## config.mk

```make
export PLATFORM = sky130hd
export DESIGN_NAME = tbpwm_top
export DESIGN_NICKNAME = d
export VERILOG_FILES = /design/src/verilog/tbpwm_pkg.sv /design/src/verilog/tbpwm_top.sv
export SDC_FILE = /design/constraint.sdc
export NUM_CORES = 1
export LEC_CHECK = 0
export BUFFER_PORTS_ARGS = -buffer_cell sky130_fd_sc_hd__buf_2
export CAP_MARGIN = 15
export CORE_MARGIN = 4
export CORE_UTILIZATION = 50
export CTS_CLUSTER_DIAMETER = 100
export DETAILED_ROUTE_END_ITERATION = 7
export PLACE_DENSITY = 0.77
export SLEW_MARGIN = 20
export SYNTH_ARGS = -nofsm -noshare
export SYNTH_HDL_FRONTEND = slang
export SYNTH_SLANG_ARGS = --single-unit
```

## constraint.sdc

```tcl
create_clock -name I_REF_CLK -period 1.9 [get_ports I_REF_CLK]
set_input_delay 0.38 -clock I_REF_CLK [delete_from_list [all_inputs] [get_ports I_REF_CLK]]
set_output_delay 0.38 -clock I_REF_CLK [all_outputs]
set_load 0.01 [all_outputs]
```

## src/verilog/tbpwm_pkg.sv

```systemverilog
// package: register map, field layout and constants of the ten-bit pwm generator
package tbpwm_pkg;
	// register byte addresses on the avalon slave
	localparam logic [3:0] ADDR_MODULE_CONTROL = 4'h0;
	localparam logic [3:0] ADDR_DUTY_BYTE = 4'h4;
	localparam logic [3:0] ADDR_DUTY_SHADOW_BYTE = 4'h8;
	localparam logic [3:0] ADDR_PERIOD_LIMIT = 4'hc;
	localparam logic [3:0] ADDR_PERIOD_TIMER_CONTROL = 4'h0 + 4'h0;
	// period timer control lives in its own word
	localparam logic [4:0] ADDR_TIMER_CTRL = 5'h10;
	localparam logic [4:0] ADDR_PERIOD_TIMER = 5'h14;
	localparam logic [4:0] ADDR_STATUS = 5'h18;
	// module_control field positions
	localparam int DUTY_LOW_HI_POS = 5;
	localparam int DUTY_LOW_LO_POS = 4;
	localparam logic [3:0] MODE_PWM = 4'hc;
	// period_timer_control field positions
	localparam int TIMER_ON_POS = 2;
	// prescale select codes
	localparam logic [1:0] PRESCALE_1 = 2'h0;
	localparam logic [1:0] PRESCALE_4 = 2'h1;
	// reset values
	localparam logic [7:0] MODULE_CONTROL_RST = 8'h00;
	localparam logic [7:0] PERIOD_LIMIT_RST = 8'hff;
	localparam logic [7:0] TIMER_CTRL_RST = 8'h00;
	localparam logic [7:0] DUTY_RST = 8'h00;
	// oscillator cycles per instruction cycle
	localparam int OSC_PER_INSTR = 4;
	// one avalon request, grouped
	typedef struct packed {
		logic read;
		logic write;
		logic [4:0] address;
		logic [31:0] writedata;
	} tbpwm_req_t;
endpackage

```

## src/verilog/tbpwm_top.sv

```systemverilog
// design: ten-bit pwm generator with avalon-mm register slave
//
// Contract
// - period is (limit+1)*4*tosc*prescale
// - at limit match: clear timer, set pin, latch
// - duty is byte plus control bits 5:4
// - new duty used only after period ends
// - shadow byte read-only in pwm mode
// - duty double buffered in shadow and latch
// - time base: timer plus phase or prescaler
// - pin cleared when time base equals duty
// - postscaler never affects pwm period
// - high time is duty*tosc*prescale
// - duty beyond period leaves pin unchanged
// - cleared control releases the pin
// - resolution log2(4*(limit+1)), ten bits max
// - prescale choices 1, 4 and 16
// - sleep freezes timer, state and pin
`timescale 1ns/100ps
module tbpwm_top
	import tbpwm_pkg::*;
(
	input wire logic I_REF_CLK,
	input wire logic I_NRST,
	input wire logic I_SLEEP,
	input wire logic [4:0] I_AVS_ADDRESS,
	input wire logic I_AVS_READ,
	input wire logic I_AVS_WRITE,
	input wire logic [31:0] I_AVS_WRITEDATA,
	input wire logic [3:0] I_AVS_BYTEENABLE,
	output logic [31:0] O_AVS_READDATA,
	output logic O_AVS_WAITREQUEST,
	output logic [1:0] O_AVS_RESPONSE,
	output logic O_PWM_OUT,
	output logic O_PWM_OE
);
	// sleep is an asynchronous pin: two flip-flop synchroniser
	logic sleep_meta_q;
	logic sleep_q;
	always_ff @(posedge I_REF_CLK or negedge I_NRST) begin
		if (!I_NRST) begin
			sleep_meta_q <= 1'b0;
			sleep_q <= 1'b0;
		end else begin
			sleep_meta_q <= I_SLEEP;
			sleep_q <= sleep_meta_q;
		end
	end

	// bus request gathered into one struct
	tbpwm_req_t req;
	assign req = '{read: I_AVS_READ, write: I_AVS_WRITE, address: I_AVS_ADDRESS, writedata: I_AVS_WRITEDATA};

	// software-visible registers, then internal counters and flags
	logic [7:0] module_control_q;
	logic [7:0] duty_byte_q;
	logic [7:0] duty_shadow_byte_q;
	logic [1:0] duty_low_latch_q;
	logic [7:0] period_limit_q;
	logic [7:0] timer_ctrl_q;
	logic [7:0] period_timer_q;
	logic [3:0] prescale_q;
	logic [1:0] phase_q;
	logic ack_q;
	logic pin_q;

	logic pwm_mode;
	logic wr_hit;
	logic step;
	logic at_limit;
	logic [9:0] time_base;
	logic [9:0] duty_buf;
	logic [9:0] duty_new;
	logic [3:0] pre_div;
	logic tick;

	// decode prescale select: 00 -> 1, 01 -> 4, 1x -> 16
	function automatic logic [3:0] pre_last(input logic [1:0] sel);
		pre_last = (sel == PRESCALE_1) ? 4'h0 : (sel == PRESCALE_4) ? 4'h3 : 4'hf;
	endfunction

	// low two time base bits: they must advance once per prescaled oscillator period
	function automatic logic [1:0] low_bits(input logic [1:0] sel, input logic [1:0] ph, input logic [3:0] pre);
		if (sel == PRESCALE_1) begin
			low_bits = ph;
		end else if (sel == PRESCALE_4) begin
			low_bits = pre[1:0];
		end else begin
			low_bits = pre[3:2];
		end
	endfunction

	assign pwm_mode = (module_control_q[3:0] == MODE_PWM);
	assign wr_hit = req.write && !ack_q && I_AVS_BYTEENABLE[0];
	assign pre_div = pre_last(timer_ctrl_q[1:0]);
	// instruction clock is one ref cycle in four; prescaler divides it further
	assign step = timer_ctrl_q[TIMER_ON_POS] && !sleep_q && (phase_q == 2'h3)
		&& (prescale_q == pre_div);
	assign at_limit = (period_timer_q == period_limit_q);
	// low two bits: oscillator phase at 1:1, else top prescaler bits
	assign time_base = {period_timer_q, low_bits(timer_ctrl_q[1:0], phase_q, prescale_q)};
	// time base advances on this edge; the pin clears as the match value is entered
	assign tick = timer_ctrl_q[TIMER_ON_POS] && !sleep_q && ((timer_ctrl_q[1:0] == PRESCALE_1)
		|| ((phase_q == 2'h3) && ((timer_ctrl_q[1:0] == PRESCALE_4) || (prescale_q[1:0] == 2'h3))));
	assign duty_buf = {duty_shadow_byte_q, duty_low_latch_q};
	assign duty_new = {duty_byte_q, module_control_q[DUTY_LOW_HI_POS], module_control_q[DUTY_LOW_LO_POS]};

	// oscillator phase counter; frozen in sleep
	always_ff @(posedge I_REF_CLK or negedge I_NRST) begin
		if (!I_NRST) begin
			phase_q <= 2'h0;
		end else if (!sleep_q) begin
			phase_q <= phase_q + 2'h1;
		end
	end

	// prescaler counts instruction cycles while timer runs
	always_ff @(posedge I_REF_CLK or negedge I_NRST) begin
		if (!I_NRST) begin
			prescale_q <= 4'h0;
		end else if (!timer_ctrl_q[TIMER_ON_POS]) begin
			prescale_q <= 4'h0;
		end else if (!sleep_q && phase_q == 2'h3) begin
			prescale_q <= (prescale_q == pre_div) ? 4'h0 : prescale_q + 4'h1;
		end
	end

	// period timer: wraps to zero on the step after matching the limit
	always_ff @(posedge I_REF_CLK or negedge I_NRST) begin
		if (!I_NRST) begin
			period_timer_q <= 8'h00;
		end else if (wr_hit && req.address == ADDR_PERIOD_TIMER) begin
			period_timer_q <= req.writedata[7:0];
		end else if (step) begin
			period_timer_q <= at_limit ? 8'h00 : period_timer_q + 8'h01;
		end
	end

	// duty shadow reloads only at period end; written by software outside pwm mode
	always_ff @(posedge I_REF_CLK or negedge I_NRST) begin
		if (!I_NRST) begin
			duty_shadow_byte_q <= DUTY_RST;
			duty_low_latch_q <= 2'h0;
		end else if (step && at_limit && pwm_mode) begin
			duty_shadow_byte_q <= duty_new[9:2];
			duty_low_latch_q <= duty_new[1:0];
		end else if (wr_hit && req.address == ADDR_DUTY_SHADOW_BYTE && !pwm_mode) begin
			duty_shadow_byte_q <= req.writedata[7:0];
		end
	end

	// pin: set at period start unless duty zero, cleared on compare match
	always_ff @(posedge I_REF_CLK or negedge I_NRST) begin
		if (!I_NRST) begin
			pin_q <= 1'b0;
		end else if (module_control_q == 8'h00) begin
			pin_q <= 1'b0;
		end else if (pwm_mode && !sleep_q) begin
			if (step && at_limit) begin
				pin_q <= (duty_new != 10'h000);
			end else if (tick && ((time_base + 10'h001) == duty_buf)) begin
				// clearing as the time base steps onto the duty value gives duty counts of high time
				pin_q <= 1'b0;
			end
		end
	end

	// output driver: released when control is cleared or not in pwm mode
	always_ff @(posedge I_REF_CLK or negedge I_NRST) begin
		if (!I_NRST) begin
			O_PWM_OUT <= 1'b0;
			O_PWM_OE <= 1'b0;
		end else begin
			O_PWM_OUT <= pin_q;
			O_PWM_OE <= pwm_mode && (module_control_q != 8'h00);
		end
	end

	// writable control registers
	always_ff @(posedge I_REF_CLK or negedge I_NRST) begin
		if (!I_NRST) begin
			module_control_q <= MODULE_CONTROL_RST;
			duty_byte_q <= DUTY_RST;
			period_limit_q <= PERIOD_LIMIT_RST;
			timer_ctrl_q <= TIMER_CTRL_RST;
		end else if (wr_hit) begin
			unique case (req.address)
				5'(ADDR_MODULE_CONTROL): module_control_q <= {2'h0, req.writedata[5:0]};
				5'(ADDR_DUTY_BYTE): duty_byte_q <= req.writedata[7:0];
				5'(ADDR_PERIOD_LIMIT): period_limit_q <= req.writedata[7:0];
				ADDR_TIMER_CTRL: timer_ctrl_q <= {1'b0, req.writedata[6:0]};
				default: ;
			endcase
		end
	end

	// avalon answer: one wait cycle, then acknowledge with data
	always_ff @(posedge I_REF_CLK or negedge I_NRST) begin
		if (!I_NRST) begin
			ack_q <= 1'b0;
			O_AVS_WAITREQUEST <= 1'b1;
			O_AVS_READDATA <= 32'h0000_0000;
			O_AVS_RESPONSE <= 2'h0;
		end else begin
			ack_q <= (req.read || req.write) && !ack_q;
			O_AVS_WAITREQUEST <= !((req.read || req.write) && !ack_q); // low only in the answer cycle
			O_AVS_RESPONSE <= 2'h0;
			if (req.read && !ack_q) begin
				unique case (req.address)
					5'(ADDR_MODULE_CONTROL): O_AVS_READDATA <= {24'h0, module_control_q};
					5'(ADDR_DUTY_BYTE): O_AVS_READDATA <= {24'h0, duty_byte_q};
					5'(ADDR_DUTY_SHADOW_BYTE): O_AVS_READDATA <= {24'h0, duty_shadow_byte_q};
					5'(ADDR_PERIOD_LIMIT): O_AVS_READDATA <= {24'h0, period_limit_q};
					ADDR_TIMER_CTRL: O_AVS_READDATA <= {24'h0, timer_ctrl_q};
					ADDR_PERIOD_TIMER: O_AVS_READDATA <= {24'h0, period_timer_q};
					ADDR_STATUS: O_AVS_READDATA <= {29'h0, pwm_mode, pin_q, sleep_q};
					default: begin
						O_AVS_READDATA <= 32'h0000_0000;
						O_AVS_RESPONSE <= 2'h2;
					end
				endcase
			end
		end
	end
endmodule // tbpwm_top

```

==> flow_summary_export.csv <==
group,metric,value,unit
synthesis,ys_ff_latch,69,
sta,tns,-2.27,ns
pwr,p_int,3.04,mW
placed_design,placed_area,4590,µm²
synthesis,synth.area.top_cells,"dfrtp_1, mux2_2, dfstp_2",
placed_design,port_buffers,30,
sta,fin_skew,0.0149,ns
synthesis,synthSimpleGateAreaFrac,14.1,%
synthesis,ys_types,63,
grt,antenna_found_initial,0,
clock_network,clk_path_buf_depth,2,
setup_path,path_max_fanout,4,
grt,grt.overflow.total,0,
pwr,p_sw,1.52,mW
synthesis,ys_dominant_reg_cell,"dfrtp_1",
setup_path,required,2.11,ns
floorplanning,die_h,98.4,µm
sta,worst_pin_slew,0.512,ns
grt,grt_pass1_vias,3366,
synthesis,synth_edf_count,0,
sta,finalCriticalPeriod,2.12,ns
synthesis,syn_area,4080,µm²
floorplanning,fp.coreArea,7850,µm²
run_status,status,"finished, violations left",
sta,setup_viol,18,
synthesis,synth_commonest_cells,"dfrtp_1, mux2_2, nand2_1",
sta,slew_headroom,65.8,%
synthesis,async_reset_ff_share,100,%
cells_and_area,diodes,0,
grt,grtUsageTotal,21.8,%
sta,finalHoldViolCount,0,
run_status,violations,"negative setup slack",
setup_path,worst-setup-path-type,"flop to flop",
synthesis,synthXorXnorAreaFrac,4.72,%
setup_path,start_kind,"flop",
synthesis,yosysMostFrequentCell,"dfrtp_1",
synthesis,synth_top_area_share,36.8,%
drt,drt_iter0_drc,282,
pwr,p_leak,2.30,nW
clock_network,cts_sinks,69,
placed_design,place.gp.congestion,0.889,
synthesis,yosys.area.top_type,"dfrtp_1",
floorplanning,start_util,52.0,%
setup_path,critPathSlowestCell,"dfrtp_2",
setup_path,worstSetupEndpointType,"flop",
synthesis,synth_top_family_by_area,"compound AO/OA/AOI/OAI gates",
cells_and_area,fin_area,4930,µm²
clock_network,insertion_delay,0.35,ns
worst_hold_path,hp-class,"primary input to async pin",
synthesis,synthMuxAreaShare,13.6,%
sta,maxSlewViolCount,0,
clock_network,cts_htree_levels,3,
synthesis,synth_compound_area_share,15.5,%
drt,num_vias,3362,
setup_path,path_cells,"mux2i_1 -> o21a_2 -> inv_2 -> ha_4 -> xor2_1 -> nor4_1 -> nand4_1 -> a2111oi_4 -> o31ai_1",
pwr,combPwrFrac,33.1,%
pwr,vdd_drop_max,610,µV
drt,ant_nets,0,
clock_network,root_buffer,"clkbuf_8",
floorplanning,die-area,9670,µm²
sta,post-route-period-util,111,%
placed_design,dp_hpwl,7750,µm
drt,route.detailed.drc,0,
grt,grt_max_degree,70,
drt,dr.pass1.iters,5,
pwr,pwr-share-clk,26.5,%
synthesis,ys_warn_count,0,
synthesis,syn_avg_cell_area,10.6,µm²
sta,rsz0062_at_grt,"yes",
pwr,powerDensity,926,nW/µm²
sta,max_freq,472,MHz
setup_path,critPathMaxStageDelay,0.45,ns
cells_and_area,nNetsFinal,515,
clock_network,clk_pin_slew_worst_paths,0.08,ns
cells_and_area,layout-drive-gt1-share,39.6,%
floorplanning,std_cell_rows,32,
setup_path,crit_arrival,2.33,ns
sta,whs,0.0438,ns
synthesis,synthAdderAreaFrac,1.23,%
floorplanning,die_x,98.4,µm
drt,wl,10600,µm
clock_network,numCtsBuffers,9,
synthesis,ys_seq_area_share,42.6,%
run,cap_viol_max_count,0,
drt,avgRoutedWirePerCell,18.6,µm
cells_and_area,syn_to_final_growth,20.9,%
synthesis,netlist_instances,386,
floorplanning,pin_count,83,
pwr,seq_power_share,40.4,%
sta,fin_ws,-0.217,ns
grt,grt_first_pass_wirelength,16700,µm
drt,viasPerCell,5.88,
clock_network,cts_tree,"yes",
pwr,netSwitchingFraction,33.3,%
==> registers in the layout (all words and copies together) (netlist names), 2 cells and up <==
signal	flops
O_AVS_READDATA	8
duty_byte_q	8
duty_shadow_byte_q	8
period_limit_q	8
period_timer_q	8
timer_ctrl_q	7
module_control_q	6
prescale_q	4
duty_low_latch_q	2
phase_q	2
==> power groups by stage <==
| stage | combinational [mW] | sequential [mW] | clock (mW) |
|---|---|---|---|
| CTS | 1.46 | 1.83 | 1.22 |
| detailed placement | 1.38 | 1.86 | 0 |
| floorplan | 0.954 | 1.79 | 0 |
| finish | 1.51 | 1.84 | 1.21 |
| global route | 1.63 | 1.86 | 1.32 |
| global placement | 1.32 | 1.85 | 0 |
==> cells in the final DEF, fill, tap and decap left out, drive strengths merged, types with 10 or more instances in the layout <==
cell / instances
buf: 90
mux2: 41
nor2: 17
dfrtp: 60
conb: 25
xor2: 13
clkbuf: 11
a21oi: 10
o21ai: 22
nand2: 31
a21o: 12
==> final cells by class <==
class	count	area, µm²
inverters	9	33.8
clock inverters	5	60.1
clock buffers	11	141
fillers	606	2910
well taps	102	128
multi-input cells	286	2180
flip-flops and latches	69	1740
repair buffers	90	651
==> final timing paths <==
| check | start | end | cells past startpoint | slack (ns) |
|---|---|---|---|---|
| max | timer_ctrl_q[0] | pin_q | 9 | -0.22 |
| min | I_NRST | O_PWM_OE | 2 | 0.04 |
| max reg2reg | timer_ctrl_q[0] | pin_q | 9 | -0.22 |
| min reg2reg | sleep_meta_q | sleep_q | 0 | 0.35 |
| max in group asynchronous | I_NRST | period_limit_q[7] | 2 | 1.51 |
| min in group I_REF_CLK | I_SLEEP | sleep_meta_q | 1 | 0.15 |
==> per-layer routing <==
metal	vias up	GRT usage (%)	share of wire (%)
met5	-	0	0
met4	0	9.87	2.7
met3	19	3.43	8.0
met2	191	36.3	50
met1	1644	27.9	40
li1	1508	-	-
==> critical path: cells and delay by family (launching register included) <==
| family | cells | cell delay (ns) |
|---|---|---|
| xor+xnor | 1 | 0.15 |
| mux | 1 | 0.13 |
| compound gates | 3 | 0.57 |
| simple gates | 2 | 0.41 |
| flops | 1 | 0.45 |
| fa+ha+maj | 1 | 0.21 |
| buf+inv | 1 | 0.08 |
==> stage by stage <==
| stage | instances | setup WS, ns | total power, mW | utilization (%) |
|---|---|---|---|---|
| 4_1_cts | 572 | -0.261 | 4.51 | 62.3 |
| 3_5_place_dp | 552 | -0.292 | 3.24 | 58.5 |
| 5_1_grt | 572 | -0.300 | 4.81 | 62.9 |
| 6_report | 572 | -0.217 | 4.57 | 62.9 |
| 2_1_floorplan | 410 | -0.165 | 2.74 | - |
| 3_3_place_gp | 552 | -0.192 | 3.17 | 58.5 |
==> logic make-up after synthesis <==
family          Yosys count
xor+xnor                 22
fa+ha+maj                 4
buf+inv                  55
other cells               1
flops                    69
mux                      48
compound gates           85
simple gates            102
==> repair_timing <==
action,CTS,global route
endpoints found under the setup margin,19,20
hold buffers,0,0
pin swaps,9,8
buffers inserted,3,1
cloned,1,0
resized for setup,17,14
Power figures use the tool's default switching activity.
